<file path="config.mk">
export PLATFORM = sky130hd
export DESIGN_NAME = admf_mode_ctrl
export DESIGN_NICKNAME = d
export VERILOG_FILES = /design/src/inc/admf_pkg.sv /design/src/inc/admf_irq_if.sv /design/src/verilog/admf_irq_pulse.sv /design/src/verilog/admf_mode_ctrl.sv
export VERILOG_INCLUDE_DIRS = /design/src /design/src/inc
export SDC_FILE = /design/constraint.sdc
export NUM_CORES = 1
export LEC_CHECK = 0
export BUFFER_PORTS_ARGS = -buffer_cell sky130_fd_sc_hd__buf_4
export CAP_MARGIN = 20
export CORE_AREA = 8 8 107 109
export CTS_BUF_LIST = sky130_fd_sc_hd__clkbuf_2
export DETAILED_ROUTE_END_ITERATION = 16
export DIE_AREA = 0 0 115 117
export PLACE_DENSITY = 0.69
export SETUP_SLACK_MARGIN = 0.5
export SLEW_MARGIN = 20
export SYNTH_ARGS = -nofsm -noshare
export SYNTH_HDL_FRONTEND = slang
export SYNTH_SLANG_ARGS = --single-unit
export TNS_END_PERCENT = 10
</file>
<file path="constraint.sdc">
create_clock -name core_clk -period 1.8 [get_ports core_clk]
set_input_delay 0 -clock core_clk [delete_from_list [all_inputs] [get_ports core_clk]]
set_output_delay 0 -clock core_clk [all_outputs]
set_load 0.01 [all_outputs]
</file>
<file path="src/inc/admf_regs.svh">
// Register offsets, field positions and timing counts of the mode and fault block.
`ifndef ADMF_REGS_SVH
`define ADMF_REGS_SVH
`define ADMF_ADDR_W 4
`define ADMF_OFS_CTRL 4'h0
`define ADMF_OFS_STAT 4'h1
`define ADMF_OFS_WAKE 4'h2
`define ADMF_OFS_SRC 4'h3
`define ADMF_CTRL_MODE_LSB 0
`define ADMF_CTRL_WDCLR 2
`define ADMF_CTRL_SW1 3
`define ADMF_CTRL_SW2 4
`define ADMF_CTRL_SW3 5
`define ADMF_MODE_NORMAL 2'h0
`define ADMF_MODE_STOP 2'h1
`define ADMF_MODE_SLEEP 2'h2
`define ADMF_WD_TIMEOUT_MS 150
`define ADMF_CLK_HZ 40000000
`define ADMF_WD_CYCLES ((`ADMF_WD_TIMEOUT_MS * 64'd40000000) / 64'd1000)
`define ADMF_IRQ_PULSE_CYCLES 8'h28
`define ADMF_RST_HOLD_CYCLES 8'h40
`endif

</file>
<file path="src/inc/admf_pkg.sv">
// Types shared by the mode and fault block.
package admf_pkg;
    typedef enum logic [4:0] {
        ADMF_RESET = 5'b00001,
        ADMF_NREQ = 5'b00010,
        ADMF_NORMAL = 5'b00100,
        ADMF_STOP = 5'b01000,
        ADMF_SLEEP = 5'b10000
    } admf_mode_e;
    typedef logic [7:0] admf_byte_t;
endpackage

</file>
<file path="src/inc/admf_irq_if.sv">
// Event strobe carried from the mode controller to the interrupt pulse generator.
`timescale 1ns/100ps
`default_nettype none
interface admf_irq_if;
    logic fire;
    logic pulse_n;
    modport ctrl (output fire, input pulse_n);
    modport gen (input fire, output pulse_n);
endinterface
`default_nettype wire

</file>
<file path="src/verilog/admf_irq_pulse.sv">
// Fixed-length active-low interrupt pulse generator.
`timescale 1ns/100ps
`default_nettype none
`include "admf_regs.svh"
module admf_irq_pulse (
    input wire logic core_clk,
    input wire logic rst_n,
    admf_irq_if.gen irq
);
    logic [7:0] cnt_q;
    logic [7:0] cnt_d;
    wire logic busy = (cnt_q != 8'h00);
    // A new event during a pulse restarts nothing, so every pulse keeps its length.
    assign cnt_d = busy ? 8'(cnt_q - 8'h01) : (irq.fire ? `ADMF_IRQ_PULSE_CYCLES : 8'h00);
    assign irq.pulse_n = ~busy;
    always_ff @(posedge core_clk) begin
        if (!rst_n) begin
            cnt_q <= 8'h00;
        end else begin
            cnt_q <= cnt_d;
        end
    end
endmodule // admf_irq_pulse
`default_nettype wire

</file>
<file path="src/verilog/admf_mode_ctrl.sv">
// Operating-mode sequencer, watchdog and fault/wake interrupt logic.
//
// The address map and the plain strobed port are this design's own decisions.
`timescale 1ns/100ps
`default_nettype none
`include "admf_regs.svh"
module admf_mode_ctrl #(
    parameter logic [31:0] WD_CYCLES = 32'(`ADMF_WD_CYCLES),
    parameter logic [15:0] BUS_WAKE_CYCLES = 16'h0640
) (
    input wire logic core_clk,
    input wire logic rst_n,
    input wire logic [`ADMF_ADDR_W-1:0] reg_addr,
    input wire logic [7:0] reg_wdata,
    input wire logic reg_wr,
    input wire logic reg_rd,
    output admf_pkg::admf_byte_t reg_rdata,
    input wire logic watchdog_config_pin,
    input wire logic direct_switch_enable,
    input wire logic wake_input_one,
    input wire logic wake_input_two,
    input wire logic bus_rx,
    input wire logic bus_tx,
    input wire logic select_n,
    input wire logic supply_low,
    input wire logic supply_high,
    input wire logic regulator_hot,
    input wire logic switch_hot,
    output logic reset_out_n,
    output logic irq_out_n,
    output logic regulator_on,
    output logic regulator_limited,
    output logic switch_out_one,
    output logic switch_out_two,
    output logic switch_out_three,
    output logic bus_tx_out,
    output logic bus_rx_enable,
    output logic sense_amp_on,
    output logic watchdog_running
);
    import admf_pkg::*;

    admf_irq_if irq_bus ();
    admf_irq_pulse u_pulse (
        .core_clk(core_clk),
        .rst_n(rst_n),
        .irq(irq_bus)
    );

    admf_mode_e mode_q;
    admf_mode_e mode_d;
    logic [7:0] rst_cnt_q;
    logic [31:0] wd_cnt_q;
    logic wd_first_q;
    logic [5:0] ctrl_q;
    logic [1:0] src_q;
    logic [3:0] src_code_q;
    logic src_valid_q;
    logic bus_wake_q;
    logic [15:0] dom_cnt_q;
    logic dom_long_q;
    logic rx_q, wk1_q, wk2_q, sel_q;
    logic ovt_latch_q;
    logic [3:0] fault_q;
    logic [7:0] rdata_q;

    // Fault conditions only count when the detectors are powered.
    wire logic detect_on = (mode_q == ADMF_NORMAL) || (mode_q == ADMF_NREQ);
    wire logic [3:0] fault_now = detect_on ?
        {switch_hot, regulator_hot, supply_high, supply_low} : 4'h0;
    wire logic [3:0] fault_rise = fault_now & ~fault_q;
    wire logic fault_evt = (mode_q == ADMF_NORMAL) && (fault_rise != 4'h0);

    function automatic logic [3:0] first_bit(input logic [3:0] v);
        logic [3:0] r;
        r = 4'h0;
        if (v[0]) r = 4'h1;
        else if (v[1]) r = 4'h2;
        else if (v[2]) r = 4'h3;
        else if (v[3]) r = 4'h4;
        return r;
    endfunction

    // Bus wake: dominant longer than the filter time, then a rising edge.
    wire logic bus_rise = bus_rx && !rx_q;
    wire logic bus_wake_evt = bus_rise && dom_long_q;
    wire logic low_power = (mode_q == ADMF_STOP) || (mode_q == ADMF_SLEEP);
    wire logic pin_wake = (wake_input_one != wk1_q) || (wake_input_two != wk2_q);
    wire logic sel_wake = (mode_q == ADMF_STOP) && select_n && !sel_q;
    wire logic stop_wake = (mode_q == ADMF_STOP) &&
        (pin_wake || bus_wake_evt || sel_wake);
    wire logic sleep_wake = (mode_q == ADMF_SLEEP) && (pin_wake || bus_wake_evt);
    wire logic [3:0] wake_code = pin_wake ? 4'h5 : (bus_wake_evt ? 4'h6 : 4'h7);

    wire logic ctrl_wr = reg_wr && (reg_addr == `ADMF_OFS_CTRL);
    wire logic src_rd = reg_rd && (reg_addr == `ADMF_OFS_SRC);
    wire logic stat_rd = reg_rd && (reg_addr == `ADMF_OFS_STAT);
    wire logic [1:0] wr_mode = reg_wdata[`ADMF_CTRL_MODE_LSB +: 2];
    wire logic wd_clear = ctrl_wr && reg_wdata[`ADMF_CTRL_WDCLR];
    wire logic wd_enabled = watchdog_config_pin;
    wire logic [31:0] wd_half = {1'b0, WD_CYCLES[31:1]};
    // Clearing inside the closed first half of the window is a failure, except the first.
    wire logic wd_closed_hit = wd_clear && !wd_first_q && (wd_cnt_q < wd_half);
    wire logic wd_expired = (wd_cnt_q >= WD_CYCLES);
    wire logic wd_active = wd_enabled && ((mode_q == ADMF_NREQ) || (mode_q == ADMF_NORMAL));
    wire logic wd_fail = wd_active && (wd_closed_hit || wd_expired);

    always_comb begin
        mode_d = mode_q;
        unique case (mode_q)
            ADMF_RESET: if (rst_cnt_q == 8'h00) mode_d = ADMF_NREQ;
            ADMF_NREQ: begin
                if (wd_fail) mode_d = ADMF_RESET;
                else if (wd_clear || (ctrl_wr && !wd_enabled)) mode_d = ADMF_NORMAL;
            end
            ADMF_NORMAL: begin
                if (wd_fail) mode_d = ADMF_RESET;
                else if (ctrl_wr && wr_mode == `ADMF_MODE_STOP) mode_d = ADMF_STOP;
                else if (ctrl_wr && wr_mode == `ADMF_MODE_SLEEP) mode_d = ADMF_SLEEP;
            end
            ADMF_STOP: if (stop_wake) mode_d = ADMF_NREQ;
            ADMF_SLEEP: if (sleep_wake) mode_d = ADMF_RESET;
            default: mode_d = ADMF_RESET;
        endcase
    end

    always_ff @(posedge core_clk) begin
        if (!rst_n) begin
            mode_q <= ADMF_RESET;
            rst_cnt_q <= `ADMF_RST_HOLD_CYCLES;
        end else begin
            mode_q <= mode_d;
            if (mode_d == ADMF_RESET && mode_q != ADMF_RESET) rst_cnt_q <= `ADMF_RST_HOLD_CYCLES;
            else if (rst_cnt_q != 8'h00) rst_cnt_q <= 8'(rst_cnt_q - 8'h01);
        end
    end

    // Watchdog counter restarts on entry to Normal Request and on every legal clear.
    always_ff @(posedge core_clk) begin
        if (!rst_n) begin
            wd_cnt_q <= 32'h0;
            wd_first_q <= 1'b1;
        end else if (!wd_active || mode_q != mode_d) begin
            wd_cnt_q <= 32'h0;
            wd_first_q <= (mode_d == ADMF_NREQ);
        end else if (wd_clear) begin
            wd_cnt_q <= 32'h0;
            wd_first_q <= 1'b0;
        end else begin
            wd_cnt_q <= wd_cnt_q + 32'h1;
        end
    end

    always_ff @(posedge core_clk) begin
        if (!rst_n) begin
            ctrl_q <= 6'h0;
        end else if (mode_q == ADMF_RESET) begin
            ctrl_q <= 6'h0;
        end else if (ctrl_wr) begin
            ctrl_q <= reg_wdata[5:0];
        end
    end

    // Overheat latches all switches off; a new control write re-arms them.
    always_ff @(posedge core_clk) begin
        if (!rst_n) begin
            ovt_latch_q <= 1'b0;
        end else if (fault_now[3]) begin
            ovt_latch_q <= 1'b1;
        end else if (ctrl_wr || mode_q == ADMF_RESET) begin
            ovt_latch_q <= 1'b0;
        end
    end

    always_ff @(posedge core_clk) begin
        if (!rst_n) begin
            rx_q <= 1'b1;
            wk1_q <= 1'b0;
            wk2_q <= 1'b0;
            sel_q <= 1'b1;
            dom_cnt_q <= 16'h0;
            dom_long_q <= 1'b0;
            fault_q <= 4'h0;
        end else begin
            rx_q <= bus_rx;
            wk1_q <= wake_input_one;
            wk2_q <= wake_input_two;
            sel_q <= select_n;
            fault_q <= fault_now;
            if (bus_rx) begin
                dom_cnt_q <= 16'h0;
                dom_long_q <= 1'b0;
            end else if (dom_cnt_q >= BUS_WAKE_CYCLES) begin
                dom_long_q <= 1'b1;
            end else begin
                dom_cnt_q <= dom_cnt_q + 16'h1;
            end
        end
    end

    // Source flag: a new event wins over the clearing read in the same cycle.
    wire logic src_evt = fault_evt || stop_wake;
    always_ff @(posedge core_clk) begin
        if (!rst_n) begin
            src_valid_q <= 1'b0;
            src_code_q <= 4'h0;
            bus_wake_q <= 1'b0;
        end else begin
            if (src_evt) begin
                src_valid_q <= 1'b1;
                src_code_q <= fault_evt ? first_bit(fault_rise) : wake_code;
            end else if (src_rd) begin
                src_valid_q <= 1'b0;
            end
            if (bus_wake_evt && low_power) bus_wake_q <= 1'b1;
            else if (stat_rd) bus_wake_q <= 1'b0;
        end
    end
    assign src_q = {1'b0, src_valid_q};
    assign irq_bus.fire = src_evt;

    wire logic in_normal = (mode_q == ADMF_NORMAL);
    wire logic [7:0] rd_mux =
        (reg_addr == `ADMF_OFS_CTRL) ? {2'b00, ctrl_q} :
        (reg_addr == `ADMF_OFS_STAT) ? {3'b000, bus_wake_q, fault_q} :
        (reg_addr == `ADMF_OFS_WAKE) ? (in_normal ? {6'h0, wake_input_two, wake_input_one}
                                                  : 8'h00) :
        (reg_addr == `ADMF_OFS_SRC) ? {3'b000, src_q[0], src_code_q} : 8'h00;
    always_ff @(posedge core_clk) begin
        if (!rst_n) begin
            rdata_q <= 8'h00;
        end else begin
            rdata_q <= reg_rd ? rd_mux : 8'h00;
        end
    end
    assign reg_rdata = rdata_q;

    wire logic sw_allowed = (mode_q == ADMF_NREQ || in_normal) && !ovt_latch_q;
    assign switch_out_one = sw_allowed && ctrl_q[`ADMF_CTRL_SW1] && direct_switch_enable;
    assign switch_out_two = sw_allowed && ctrl_q[`ADMF_CTRL_SW2] && direct_switch_enable;
    assign switch_out_three = sw_allowed && ctrl_q[`ADMF_CTRL_SW3];
    assign reset_out_n = !(mode_q == ADMF_RESET || mode_q == ADMF_SLEEP);
    assign irq_out_n = irq_bus.pulse_n;
    assign regulator_on = (mode_q != ADMF_SLEEP);
    assign regulator_limited = (mode_q == ADMF_STOP);
    wire logic bus_active = (mode_q == ADMF_NREQ) || in_normal;
    assign bus_tx_out = bus_active ? bus_tx : 1'b1;
    assign bus_rx_enable = 1'b1;
    assign sense_amp_on = in_normal;
    assign watchdog_running = wd_active;
endmodule // admf_mode_ctrl
`default_nettype wire

</file>
==> summary.txt <==
Layout
  • Nets: 651
  • Final instance area: 5870 µm²
  • Area grow syn2layout: 36.7%
  • Final core occ: 59.3%
  • FF/Latch Area: 1960 µm²
  • Antenna Cells: 0
  • Area of the multi-input gates: 2450 µm²
  • Fillers: 882
  • Share of layout cells above drive strength 1: 26.9%

STA
  • Hold WS: 0.0677 ns
  • Slew margin rel.: 60.2%
  • Setup TNS: -6.90 ns
  • Final period util: 114%
  • RSZ-0062 raised after global routing: true
  • Worst Setup Slack, final: -0.247 ns
  • Max Clock Freq: 488 MHz
  • Max-slew violations: 0
  • Worst-margin pin slew: 0.596 ns
  • Fin. Hold Viols: 0
  • Worst clock skew: 0.0362 ns
  • Min Tclk post-route: 2.05 ns
  • Final setup fails: 46

Routing
  • Post-Route WL: 10200 µm
  • Routed WL per cell: 13.5 µm
  • Drt drc: 0
  • Drt first pass iters: 4
  • DRT antenna net count: 0
  • DRT iter0 DRCs: 158
  • DR vias/cell: 5.03
  • Via count: 3805

Global route
  • Largest net degree at the start of global routing: 24
  • Initial antenna violation count: 0
  • Gr ovfl total: 0
  • Vias in the first global route: 3702
  • Overall routing resource usage: 16.1%
  • First-pass GRT wire length: 17200 µm

Floorplanning
  • Full die area: 13500 µm²
  • Row count: 37
  • Die W: 115 µm
  • Chip height: 117 µm
  • Core Region: 9910 µm²
  • Starting Density: 43.4%
  • Io pins: 46

CTS
  • Number of CTS-inserted buffers: 9
  • TritonCTS clock tree: yes
  • Clk slew on worst S/H paths: 0.26 ns
  • Root Buffer: clkbuf_2
  • Clk sinks: 97
  • Clock Tree Buf Depth: 2
  • Clk_lat worst skew: 0.58 ns
  • H-tree depth: 3

Synth
  • FFs w/ async S/R, synth: 0%
  • Synth top area cells: dfxtp_1, nor2_1, xor2_1, xnor2_1, nand2_1
  • Yosys reg bits: 97
  • Seq/Total Area, Yosys: 45.2%
  • Post-synth top flop: dfxtp_1
  • Post-Syn Area: 4300 µm²
  • Count of cell types in the netlist: 64
  • Post-synth EDFFs: 0
  • Mean Syn Cell Area: 8.88 µm²
  • Top-count cell post-synth: dfxtp_1
  • Leading area contributor after synthesis: dfxtp_1
  • Syn. warnings: 0
  • Yosys top cell area share: 45.2%
  • Synthesized instance count: 484
  • List of most frequent post-synthesis cells: dfxtp_1, nor2_1, nand2_1

Placed design
  • HPWL after DPL: 6970 µm
  • Routability cong.: 0.808
  • Placed cell area: 5080 µm²
  • Port Buffer Count: 40

Critical path
  • Critical path class: reg -> reg
  • Reg2reg setup slack: -0.25 ns
  • R2R Path Start: wd_cnt_q[31]$_SDFF_PP0_
  • CP Launch Type: flip-flop
  • Max FO, Critical Path: 5
  • Crit path capture type: flip-flop
  • Critical Path AT: 2.54 ns
  • Number of cells on the critical path: 6
  • CP Capture Point: rst_cnt_q[6]$_SDFFE_PP1N_
  • Worst EP required: 2.30 ns
  • Max stage delay on crit path: 0.54 ns
  • R2R depth: 6
  • CP max-delay cell: or4_4
  • Worst Setup SP: wd_cnt_q[31]$_SDFF_PP0_
  • Worst reg2reg endpoint: rst_cnt_q[6]$_SDFFE_PP1N_
  • Family with the most delay on the worst path: simple AND/OR/NAND/NOR gates
  • Critical Path, Cell by Cell: or4_4 > nor4_4 > o311a_4 > a21oi_4 > o21a_4 > or3_1
  • CP bufs+invs: 0

Pwr
  • Leak: 0.00235 µW
  • Maximum vdd drop: 0.717 mV
  • Pwr dens: 843 nW/µm²

Outcome
  • Failing checks: negative setup slack
  • Outcome: finished with violations

Flow run
  • Maxcap violations: 0

Min path
  • HP Class: in -> reg
[stage by stage]
| step | setup WS (ns) | instances | power [µW] |
|---|---|---|---|
| 2_1_floorplan | -0.0768 | 494 | 3320 |
| 3_3_place_gp | -0.136 | 694 | 3560 |
| 3_5_place_dp | -0.202 | 694 | 3600 |
| 4_1_cts | -0.220 | 755 | 4950 |
| 5_1_grt | -0.358 | 757 | 5240 |
| 6_report | -0.247 | 757 | 4950 |
[power by group]
| group | switching [µW] | internal [µW] | leakage (µW) |
|---|---|---|---|
| sequential | 158 | 2340 | 0.000795 |
| combinational | 681 | 723 | 0.00149 |
| clock | 735 | 317 | 0.0000644 |
[what timing repair did]
| item | 4_1_cts | 5_1_grt |
|---|---|---|
| hold endpoints to repair | 83 | 5 |
| buffers inserted | 13 | 0 |
| cloned | 0 | 0 |
| endpoints found under the setup margin | 85 | 85 |
| pin swaps | 18 | 5 |
| hold buffers | 33 | 2 |
| gates resized for setup | 42 | 17 |
[cell families after synthesis]
kind of cell | after synthesis | synth area share (%)
AO/OA/AOI/OAI | 67 | 10.7
XOR/XNOR | 42 | 8.56
adder cells (fa/ha/maj) | 7 | 2.04
buffers and inverters | 34 | 3.46
flip-flops | 97 | 45.2
multiplexers | 7 | 1.78
other | 2 | 0.175
AND/OR/NAND/NOR | 228 | 28.1
[worst min-delay path by stage]
stage / endpoint / start / cells after the start / slack (ns)
3_3_place_gp: sel_q$_SDFF_PN1_ / select_n / 2 / 0.19
4_1_cts: mode_q[2]$_SDFF_PN0_ / reg_addr[0] / 7 / 0.03
3_5_place_dp: sel_q$_SDFF_PN1_ / select_n / 2 / 0.20
6_report: mode_q[2]$_SDFF_PN0_ / reg_addr[0] / 7 / 0.07
5_1_grt: mode_q[2]$_SDFF_PN0_ / reg_addr[3] / 7 / 0.07
2_1_floorplan: sel_q$_SDFF_PN1_ / select_n / 1 / 0.10
[layout by cell type, fill, tap and decap left out, drive strengths merged, types with 18 or more instances in the layout]
master / Yosys / layout
inv: 17 / 18
xnor2: 18 / 18
buf: 9 / 94
a21oi: 22 / 22
dlygate4sd3: 0 / 34
dfxtp: 97 / 97
xor2: 24 / 24
nor3: 18 / 18
nand2: 39 / 39
nor2: 66 / 66
[tightest hold or removal path: cells and delay by family]
kind            cells  cell delay, ns
simple gates        4            0.37
compound gates      1            0.06
buf+inv             2            0.21
[metal layers]
metal / track usage [%] / routed length, µm / share of wire (%)
met1: 18.6 / 4620 / 45
met5: 0 / 0 / 0
met2: 28.1 / 5090 / 50
met4: 7.71 / 178 / 1.7
met3: 2.98 / 345 / 3.4
[registers in the layout, indices dropped and copies added, names as in the netlist, 3 cells and up]
register / count
ctrl_q: 6
dom_cnt_q: 16
mode_q: 5
wd_cnt_q: 32
u_pulse.cnt_q: 8
src_code_q: 3
rst_cnt_q: 8
fault_q: 4
reg_rdata: 6
[area by class of cell]
class | instances | share of cell area (%)
Multi-Input combinational cell | 363 | 41.7
Sequential cell | 97 | 33.4
Timing Repair Buffer | 129 | 19.0
Tap cell | 136 | 2.90
Clock inverter | 6 | 1.15
Inverter | 17 | 1.09
Clock buffer | 9 | 0.767
No activity file was read; power rests on OpenSTA's default activity.
